===== src/hdl/pirq_regs.vh =====
// Purpose: register map, field positions and reset values of the PCI-side interrupt block
// Assumes: 32-bit classic Wishbone slave, byte addresses, one aligned word per register
// Notes: status, enable and routing share one bit layout per source
`ifndef PIRQ_REGS_VH
`define PIRQ_REGS_VH

// ----------------------------------------------------------------
// Register offsets
// ----------------------------------------------------------------
`define PIRQ_OFF_EN 12'h300
`define PIRQ_OFF_STAT 12'h304
`define PIRQ_OFF_MAP0 12'h308
`define PIRQ_OFF_MAP1 12'h30c
`define PIRQ_OFF_MAP2 12'h310
`define PIRQ_OFF_VEC1 12'h314
`define PIRQ_OFF_VEC7 12'h32c

// ----------------------------------------------------------------
// Reset values and writable masks
// ----------------------------------------------------------------
`define PIRQ_RST_WORD 32'h00000000
`define PIRQ_EN_WMASK 32'h00fff7ff
`define PIRQ_MAP_WMASK 32'h77777777
`define PIRQ_MAP1_WMASK 32'h77770777

// ----------------------------------------------------------------
// Field positions in enable and status
// ----------------------------------------------------------------
`define PIRQ_B_LOCW0 20
`define PIRQ_B_MSGBOX_0 16
`define PIRQ_B_ACFAIL 15
`define PIRQ_B_SYSFAIL 14
`define PIRQ_B_SOFT 13
`define PIRQ_B_SOFTACK 12
`define PIRQ_B_VME_ERR_IRQ 10
`define PIRQ_B_PERR 9
`define PIRQ_B_DMA 8
`define PIRQ_B_VLVL1 1
`define PIRQ_B_VME_OWN_IRQ 0
`define PIRQ_NSRC 24

`endif


===== src/hdl/pirq_top.v =====
// Purpose: PCI-side interrupt enable, status, routing and VME interrupt handling
// Assumes: event inputs are one-cycle pulses on i_clk_sys; VME lines are raw pins
// Notes: enable register doubles as the mask of the summary interrupt
`timescale 1ns/100ps
`default_nettype none
`include "pirq_regs.vh"

module pirq_top #(
	parameter VEC_W = 8
) (
	input wire i_clk_sys,
	input wire i_nrst,
	// Wishbone slave
	input wire i_wb_cyc,
	input wire i_wb_stb,
	input wire i_wb_we,
	input wire [11:0] i_wb_adr,
	input wire [3:0] i_wb_sel,
	input wire [31:0] i_wb_dat,
	output reg [31:0] o_wb_dat,
	output reg o_wb_ack,
	// Event pulses from bridge logic
	input wire [3:0] i_loc_watch,
	input wire [3:0] i_msgbox,
	input wire i_soft_vme_ack_irq,
	input wire i_vme_err_irq,
	input wire i_pci_err_irq,
	input wire i_dma_irq,
	input wire i_vme_own_irq,
	// VME pins, active low
	input wire i_acfail_n,
	input wire i_sysfail_n,
	input wire [7:1] i_vme_irq_level_line_n,
	// VME master for acknowledge cycles
	input wire i_vme_bus_grant,
	input wire i_iack_done,
	input wire i_iack_berr,
	input wire [VEC_W-1:0] i_iack_vector,
	output wire o_vme_bus_req,
	output wire o_iack_req,
	output wire [2:0] o_iack_level,
	// Interrupt outputs
	output reg [7:0] o_pci_irq_out,
	output reg o_irq
);

	// ----------------------------------------------------------------
	// Functions
	// ----------------------------------------------------------------

	// Byte enables to a 32-bit lane mask
	function [31:0] lane_mask;
		input [3:0] sel;
		begin
			lane_mask = {{8{sel[3]}}, {8{sel[2]}}, {8{sel[1]}}, {8{sel[0]}}};
		end
	endfunction

	// Three-bit route field of source b: nibble b of the packed maps
	function [2:0] route_of;
		input [4:0] b;
		input [95:0] maps;
		begin
			route_of = maps[{b, 2'b00} +: 3];
		end
	endfunction

	// Word offset match; the two low address bits never select a register
	function adr_hit;
		input [11:0] adr;
		input [11:0] off;
		begin
			adr_hit = (adr[11:2] == off[11:2]);
		end
	endfunction

	// Byte-lane merge of write data into a held word
	function [31:0] lane_merge;
		input [31:0] old;
		input [31:0] wdat;
		input [31:0] mask;
		begin
			lane_merge = (old & ~mask) | (wdat & mask);
		end
	endfunction

	// ----------------------------------------------------------------
	// Declarations
	// ----------------------------------------------------------------
	reg [31:0] en_q;
	reg [31:0] stat_q;
	reg [31:0] stat_d;
	reg [31:0] map0_q;
	reg [31:0] map1_q;
	reg [31:0] map2_q;
	reg [VEC_W-1:0] vec_q [1:7];
	reg [8:0] pin_s1_q;
	reg [8:0] pin_s2_q;
	reg [31:0] set_v;
	reg [31:0] clr_v;
	reg [31:0] rd_v;
	reg [7:0] irq_out_d;
	reg [7:1] cap_lvl_v;
	wire req_v;
	wire wr_v;
	wire [31:0] wmask;
	wire [31:0] en_new;
	wire [31:0] act;
	wire [95:0] maps;
	wire acfail_lvl;
	wire sysfail_lvl;
	wire [7:1] lvl_line;
	wire [7:1] pend;
	wire cap_valid;
	wire [2:0] cap_level;
	wire [VEC_W-1:0] cap_vector;
	wire [11:0] vec_off;
	wire hit_en;
	wire hit_stat;
	wire hit_map0;
	wire hit_map1;
	wire hit_map2;
	wire hit_vec;
	integer i;
	integer j;
	integer k;

	// ----------------------------------------------------------------
	// Pin synchronisers
	// ----------------------------------------------------------------

	// Two flops per pin; inverted so high means asserted
	// Only the second stage feeds logic; the first may still be settling
	always @(posedge i_clk_sys or negedge i_nrst) begin
		if (!i_nrst) begin
			pin_s1_q <= 9'h000;
			pin_s2_q <= 9'h000;
		end else begin
			pin_s1_q <= ~{i_acfail_n, i_sysfail_n, i_vme_irq_level_line_n};
			pin_s2_q <= pin_s1_q;
		end
	end

	assign acfail_lvl = pin_s2_q[8];
	assign sysfail_lvl = pin_s2_q[7];
	assign lvl_line = pin_s2_q[6:0];

	// ----------------------------------------------------------------
	// Wishbone slave
	// ----------------------------------------------------------------

	// Ack one cycle after the request, dropped the cycle after
	assign req_v = i_wb_cyc && i_wb_stb && !o_wb_ack;
	// Writes land on the edge where the master sees ack
	assign wr_v = i_wb_cyc && i_wb_stb && i_wb_we && o_wb_ack;
	assign wmask = lane_mask(i_wb_sel);
	assign vec_off = i_wb_adr - `PIRQ_OFF_VEC1;

	// Register selects, shared by read mux, writes and clears
	assign hit_en = adr_hit(i_wb_adr, `PIRQ_OFF_EN);
	assign hit_stat = adr_hit(i_wb_adr, `PIRQ_OFF_STAT);
	assign hit_map0 = adr_hit(i_wb_adr, `PIRQ_OFF_MAP0);
	assign hit_map1 = adr_hit(i_wb_adr, `PIRQ_OFF_MAP1);
	assign hit_map2 = adr_hit(i_wb_adr, `PIRQ_OFF_MAP2);
	// Vector stores fill one contiguous run of words
	assign hit_vec = (i_wb_adr[11:2] >= `PIRQ_OFF_VEC1 >> 2) && (i_wb_adr[11:2] <= `PIRQ_OFF_VEC7 >> 2);

	// Read mux; unmapped offsets read zero but still ack
	// Data is registered at the taking edge, so this path has a full cycle
	always @* begin
		rd_v = `PIRQ_RST_WORD;
		if (hit_en)
			rd_v = en_q;
		else if (hit_stat)
			rd_v = stat_q;
		else if (hit_map0)
			rd_v = map0_q;
		else if (hit_map1)
			rd_v = map1_q;
		else if (hit_map2)
			rd_v = map2_q;
		else if (hit_vec)
			rd_v = {{(32 - VEC_W){1'b0}}, vec_q[vec_off[4:2] + 3'd1]};
	end

	// Ack and read data registers
	always @(posedge i_clk_sys or negedge i_nrst) begin
		if (!i_nrst) begin
			o_wb_ack <= 1'b0;
			o_wb_dat <= `PIRQ_RST_WORD;
		end else begin
			o_wb_ack <= req_v;
			if (req_v)
				o_wb_dat <= rd_v;
		end
	end

	// ----------------------------------------------------------------
	// Enable and route registers
	// ----------------------------------------------------------------

	// reserved bits 31..24 and 11 never stick
	assign en_new = lane_merge(en_q, i_wb_dat, wmask) & `PIRQ_EN_WMASK;

	// Software-written state; all cleared by reset
	// Route fields of the reserved source are masked so they always read zero
	always @(posedge i_clk_sys or negedge i_nrst) begin
		if (!i_nrst) begin
			en_q <= `PIRQ_RST_WORD;
			map0_q <= `PIRQ_RST_WORD;
			map1_q <= `PIRQ_RST_WORD;
			map2_q <= `PIRQ_RST_WORD;
		end else if (wr_v) begin
			if (hit_en)
				en_q <= en_new;
			else if (hit_map0)
				map0_q <= lane_merge(map0_q, i_wb_dat, wmask) & `PIRQ_MAP_WMASK;
			else if (hit_map1)
				map1_q <= lane_merge(map1_q, i_wb_dat, wmask) & `PIRQ_MAP1_WMASK;
			else if (hit_map2)
				map2_q <= lane_merge(map2_q, i_wb_dat, wmask) & `PIRQ_MAP_WMASK;
		end
	end

	// ----------------------------------------------------------------
	// Interrupt events
	// ----------------------------------------------------------------

	// Level capture decoded to one bit per level
	always @* begin
		cap_lvl_v = 7'h00;
		for (i = 1; i < 8; i = i + 1) begin
			if (cap_valid && cap_level == i[2:0])
				cap_lvl_v[i] = 1'b1;
		end
	end

	// Set terms; each event and fail term gated by its own enable, level terms set by capture alone
	always @* begin
		set_v = `PIRQ_RST_WORD;
		// a cleared enable blocks the source
		set_v[`PIRQ_B_LOCW0 +: 4] = i_loc_watch & en_q[`PIRQ_B_LOCW0 +: 4];
		set_v[`PIRQ_B_MSGBOX_0 +: 4] = i_msgbox & en_q[`PIRQ_B_MSGBOX_0 +: 4];
		set_v[`PIRQ_B_SOFTACK] = i_soft_vme_ack_irq & en_q[`PIRQ_B_SOFTACK];
		set_v[`PIRQ_B_VME_ERR_IRQ] = i_vme_err_irq & en_q[`PIRQ_B_VME_ERR_IRQ];
		set_v[`PIRQ_B_PERR] = i_pci_err_irq & en_q[`PIRQ_B_PERR];
		set_v[`PIRQ_B_DMA] = i_dma_irq & en_q[`PIRQ_B_DMA];
		set_v[`PIRQ_B_VME_OWN_IRQ] = i_vme_own_irq & en_q[`PIRQ_B_VME_OWN_IRQ];
		// fail bits re-set every cycle the pin stays asserted
		set_v[`PIRQ_B_ACFAIL] = acfail_lvl & en_q[`PIRQ_B_ACFAIL];
		set_v[`PIRQ_B_SYSFAIL] = sysfail_lvl & en_q[`PIRQ_B_SYSFAIL];
		// only a 0 to 1 write of the soft enable fires
		set_v[`PIRQ_B_SOFT] = wr_v && hit_en &&
			en_new[`PIRQ_B_SOFT] && !en_q[`PIRQ_B_SOFT];
		// level status set with the captured vector
		set_v[`PIRQ_B_VLVL1 +: 7] = cap_lvl_v;
	end

	// Write-one-to-clear terms from the status offset
	always @* begin
		clr_v = `PIRQ_RST_WORD;
		if (wr_v && hit_stat)
			clr_v = i_wb_dat & wmask;
	end

	// sticky status, a set in the clear cycle wins
	always @* begin
		stat_d = ((stat_q & ~clr_v) | set_v) & `PIRQ_EN_WMASK;
	end

	// the soft status is left alone when its enable drops
	always @(posedge i_clk_sys or negedge i_nrst) begin
		if (!i_nrst)
			stat_q <= `PIRQ_RST_WORD;
		else
			stat_q <= stat_d;
	end

	// ----------------------------------------------------------------
	// VME interrupt handler
	// ----------------------------------------------------------------

	// disabled levels never request; a set status holds its level off
	assign pend = lvl_line & en_q[`PIRQ_B_VLVL1 +: 7] & ~stat_q[`PIRQ_B_VLVL1 +: 7];

	pirq_iack #(
		.VEC_W(VEC_W)
	) u_iack (
		.i_clk_sys(i_clk_sys),
		.i_nrst(i_nrst),
		.i_pend(pend),
		.i_vme_bus_grant(i_vme_bus_grant),
		.i_iack_done(i_iack_done),
		.i_iack_berr(i_iack_berr),
		.i_iack_vector(i_iack_vector),
		.o_vme_bus_req(o_vme_bus_req),
		.o_iack_req(o_iack_req),
		.o_iack_level(o_iack_level),
		.o_cap_valid(cap_valid),
		.o_cap_level(cap_level),
		.o_cap_vector(cap_vector)
	);

	// per-level vector store, rewritten only by a new capture
	// A bus-error end captures nothing, so the old vector survives it
	always @(posedge i_clk_sys or negedge i_nrst) begin
		if (!i_nrst) begin
			for (k = 1; k < 8; k = k + 1)
				vec_q[k] <= {VEC_W{1'b0}};
		end else if (cap_valid && cap_level != 3'd0) begin
			vec_q[cap_level] <= cap_vector;
		end
	end

	// ----------------------------------------------------------------
	// Interrupt routing
	// ----------------------------------------------------------------

	// a source is live only with status and enable both set
	assign act = stat_q & en_q & `PIRQ_EN_WMASK;
	assign maps = {map2_q, map1_q, map0_q};

	// each live source drives the output its field selects
	// Every source lands on exactly one output, so the summary is their OR
	always @* begin
		irq_out_d = 8'h00;
		for (j = 0; j < `PIRQ_NSRC; j = j + 1) begin
			if (act[j])
				irq_out_d[route_of(j[4:0], maps)] = 1'b1;
		end
	end

	// Registered outputs; one cycle behind status, glitch free
	always @(posedge i_clk_sys or negedge i_nrst) begin
		if (!i_nrst) begin
			o_pci_irq_out <= 8'h00;
			o_irq <= 1'b0;
		end else begin
			o_pci_irq_out <= irq_out_d;
			o_irq <= |act;
		end
	end

endmodule // pirq_top

`default_nettype wire


===== src/hdl/pirq_iack.v =====
// Purpose: VME interrupt handler sequencer: bus request, acknowledge, vector capture
// Assumes: bus grant and acknowledge answers come from logic on the same clock
// Notes: highest pending level wins; one acknowledge in flight at a time
`timescale 1ns/100ps
`default_nettype none

module pirq_iack #(
	parameter VEC_W = 8
) (
	input wire i_clk_sys,
	input wire i_nrst,
	input wire [7:1] i_pend,
	input wire i_vme_bus_grant,
	input wire i_iack_done,
	input wire i_iack_berr,
	input wire [VEC_W-1:0] i_iack_vector,
	output wire o_vme_bus_req,
	output wire o_iack_req,
	output wire [2:0] o_iack_level,
	output reg o_cap_valid,
	output reg [2:0] o_cap_level,
	output reg [VEC_W-1:0] o_cap_vector
);

	localparam ST_IDLE = 2'd0;
	localparam ST_BREQ = 2'd1;
	localparam ST_ACK = 2'd2;
	localparam ST_FIN = 2'd3;

	reg [1:0] st_q;
	reg [1:0] st_d;
	reg [2:0] lvl_q;
	reg [2:0] top_lvl;
	integer i;

	// Highest pending level, 7 beats 1
	always @* begin
		top_lvl = 3'd0;
		for (i = 1; i < 8; i = i + 1) begin
			if (i_pend[i])
				top_lvl = i[2:0];
		end
	end

	// Next state
	always @* begin
		st_d = st_q;
		case (st_q)
			ST_IDLE: begin
				if (|i_pend)
					st_d = ST_BREQ;
			end
			ST_BREQ: begin
				if (i_vme_bus_grant)
					st_d = ST_ACK;
			end
			ST_ACK: begin
				if (i_iack_done || i_iack_berr)
					st_d = ST_FIN;
			end
			default: st_d = ST_IDLE;
		endcase
	end

	// hold the bus, then acknowledge the same level
	assign o_vme_bus_req = (st_q == ST_BREQ) || (st_q == ST_ACK);
	assign o_iack_req = (st_q == ST_ACK);
	assign o_iack_level = lvl_q;

	// Level latch and vector capture; FIN lets status settle before rescan
	always @(posedge i_clk_sys or negedge i_nrst) begin
		if (!i_nrst) begin
			st_q <= ST_IDLE;
			lvl_q <= 3'd0;
			o_cap_valid <= 1'b0;
			o_cap_level <= 3'd0;
			o_cap_vector <= {VEC_W{1'b0}};
		end else begin
			st_q <= st_d;
			o_cap_valid <= 1'b0;
			if (st_q == ST_IDLE && (|i_pend))
				lvl_q <= top_lvl;
			// vector taken only on a clean acknowledge end
			if (st_q == ST_ACK && i_iack_done && !i_iack_berr) begin
				o_cap_valid <= 1'b1;
				o_cap_level <= lvl_q;
				o_cap_vector <= i_iack_vector;
			end
		end
	end

endmodule // pirq_iack

`default_nettype wire


===== config.mk =====
export PLATFORM = sky130hd
export DESIGN_NAME = pirq_top
export DESIGN_NICKNAME = d
export VERILOG_FILES = /design/src/hdl/pirq_top.v /design/src/hdl/pirq_iack.v
export VERILOG_INCLUDE_DIRS = /design/src /design/src/hdl
export SDC_FILE = /design/constraint.sdc
export NUM_CORES = 1
export LEC_CHECK = 0
export BUFFER_PORTS_ARGS = -buffer_cell sky130_fd_sc_hd__buf_2
export CELL_PAD_IN_SITES_DETAIL_PLACEMENT = 0
export CELL_PAD_IN_SITES_GLOBAL_PLACEMENT = 2
export CORE_MARGIN = 2
export CORE_UTILIZATION = 42
export DETAILED_ROUTE_END_ITERATION = 8
export PLACE_DENSITY = 0.95
export SYNTH_ARGS = -nofsm -noshare
export SYNTH_HDL_FRONTEND = slang
export SYNTH_SLANG_ARGS = --single-unit

===== constraint.sdc =====
create_clock -name i_clk_sys -period 4.04 [get_ports i_clk_sys]
set_clock_uncertainty 0.05 [all_clocks]
set_input_delay 0.404 -clock i_clk_sys [delete_from_list [all_inputs] [get_ports i_clk_sys]]
set_output_delay 0.404 -clock i_clk_sys [all_outputs]
set_load 0.05 [all_outputs]

==> metrics <==
final wirelength=48260 um; Relative slew margins=35.16%; Port Buf Inserts=124; Cell Chain, Critical Path=buf_2, inv_1, ha_1, nor3b_1, nand2_1, nor2_2, mux2_2; Clock Latency Late Sink=0.57 ns; Mapped Area=0.01272 mm^2; Core Area=0.02972 mm^2; drt wl/cell=27.56 um; PwrDens=391.7 mW/mm^2; Final nets=1435; ys flop type=dfrtp_1; post-CTS sizing=0; CTS Buf Count=27; sequential area share after synthesis=48.20%; H-Tree Depth=1; # setup viols final=0; post-route cell area=0.01490 mm^2; Largest stage delay, worst path=0.64 ns; total track usage=30.90%; CTS Hold Bufs=18; CTS sink count=245; Final Cycle Share=67.75%; share of cells above drive strength 1=26.45%; Die Y=178.0 um; n_diodes=0; Crit Path Max Fanout=10; DRC viols=0; IO Count=133; path depth of the worst reg2reg path=5; worst hold path type=input pin to register; Pre-antenna DRT Iters=6; vias per inst=6.201; first-pass GRT wire length=71620 um; CTS clock-pin slew for the worst setup and hold paths=0.06 ns; hold depth=2; P_leak=6.910 nW; WS Path Type=input pin to register; initial antenna violation count=1; post-route antenna net violation count=0; syn avg cell area=10.43 um^2; Worst Slack Setup Final=1.303 ns; type of origin of the critical path=input pin; Worst Max-Slew Pin Slew=0.9715 ns; Max-cap violations=0; FMAX=365.4 MHz; placed insts=1684; post-CTS setup buffer count=0; Critical Path AT=3.13 ns; GRT overflow=0; Max stage delay cell, worst path=nor3b_1; die area=0.03169 mm^2; vias=10860; RSZ-0062 raised after global routing=no; synth unique cells=65; Final HPWL DP=36390 um; placed cell areas=0.01375 mm^2; Placer Congestion=0.9876; drt initial violations=906; P&R area growth vs syn=17.16%; row cnt=63; Worst EP required=4.44 ns; fin. max-slew vios=0; Hold WS=0.01545 ns; TNS Setup=0 ns; crit path capture type=register; pre-CTS setup slack=0.8436 ns; EDFF count, synth=0; vias in the first global route=10960; pin count of the biggest net entering global routing=92; worst vdd ir=0.4386 mV; CTS tree=done; Final Critical Period=2.737 ns; count of state elements after synthesis=245; Synth Instances=1219; Async SR Flop Fraction=100.0%; most common cell after layout, fill and taps aside=dfrtp_1; most frequent cells in the layout=245 x dfrtp_1, 150 x mux2_2, 141 x nand2_1; Starting Density=42.80%; Fin. Hold Viols=0; DIE WIDTH=178.0 um; root buffer cell=clkbuf_16; Final Non-Filler Cells=1751; Yosys warning count=0; CTS Buffer Depth=3; outcome=completed
## routing by layer
layer,share of wire [%],wire length [um],track usage (%),vias up
met3,6.0,2900,3.772,119
met2,46,22310,49.50,458
met5,0.037,18,0,-
li1,-,-,-,4800
met4,5.2,2521,14.17,2
met1,42,20510,42.00,5479
## Yosys cell counts (4+ instances only)
cell type  number  share of area [%]
dfrtp_1       245                 48
mux2_2        150                 13
nand2_1       141                4.2
o21ai_0        61                2.4
clkbuf_1       55                1.6
nor3_1         43                1.7
nand3_1        39                1.5
a21oi_1        35                1.4
inv_1          34                1.0
nor2_1         33               0.97
nor4_1         32                1.6
a22oi_1        23                1.4
a22o_1         22                1.5
nor3b_1        22                1.3
o22ai_1        22                1.1
and3_1         21                1.0
o32ai_1        20                1.4
nand2b_1       17               0.84
nand3b_1       17                1.0
mux2i_1        16                1.3
nand4_1        14               0.69
nor4b_1        11               0.76
a31oi_1        10               0.49
and2_1          9               0.44
ha_1            8               0.79
a21o_1          7               0.41
a221oi_1        7               0.48
a311oi_1        7               0.48
buf_2           7               0.28
nor2b_1         7               0.34
a2111oi_0       5               0.34
a211oi_1        5               0.30
o221ai_1        5               0.34
a21bo_2         4               0.31
a32o_1          4               0.31
a32oi_1         4               0.28
and3b_1         4               0.28
nand2_4         4               0.35
o31ai_1         4               0.24
or4_1           4               0.24
## through the flow
step | power (mW) | util [%]
final | 5.837 | 50.15
after global routing | 6.030 | 50.15
after CTS | 5.876 | 50.15
after detailed placement | 3.167 | 46.26
after global placement | 3.151 | 46.26
after floorplan | 2.935 | -
## layout make-up
cell class	instances	area (um^2)
Clock buffer	39	780.7
Clock inverter	10	193.9
Fill cell	2747	14810
Inverter	34	127.6
Multi-Input combinational cell	874	6218
Sequential cell	245	6131
Tap cell	390	488.0
Timing Repair Buffer	159	963.4
## critical path, delay by kind of cell
kind,cells,cell delay [ns]
and+or+nand+nor,3,1.80
muxes,1,0.40
adders and majority gates,1,0.28
buffers and inverters,2,0.24
## worst paths after layout
path / from / endpoint / slack, ns
hold / removal: i_msgbox[1] / stat_q[17] / 0.02
max in group asynchronous: i_nrst / pin_s2_q[5] / 2.62
hold reg to reg: pin_s1_q[0] / pin_s2_q[0] / 0.30
min in group asynchronous: i_nrst / async pin / 0.33
setup reg to reg: o_wb_ack / o_wb_dat[16] / 1.53
setup / recovery: i_wb_adr[2] / register / 1.30
## kinds of logic after synthesis
group / count (synthesis) / share of synthesized area (%)
adders and majority gates: 8 / 0.7870
and+or+nand+nor: 439 / 18.85
other: 1 / 0.02948
AOI/OAI and AO/OA: 253 / 13.70
DFF: 245 / 48.20
buffers and inverters: 102 / 3.187
muxes: 171 / 15.25
## report_power, final
group	internal [mW]	switching [mW]	total [mW]
clock	1.66	1.04	2.70
sequential	2.53	0.107	2.63
combinational	0.164	0.338	0.502
total	4.35	1.48	5.84
(Power assumes the default switching activity.)
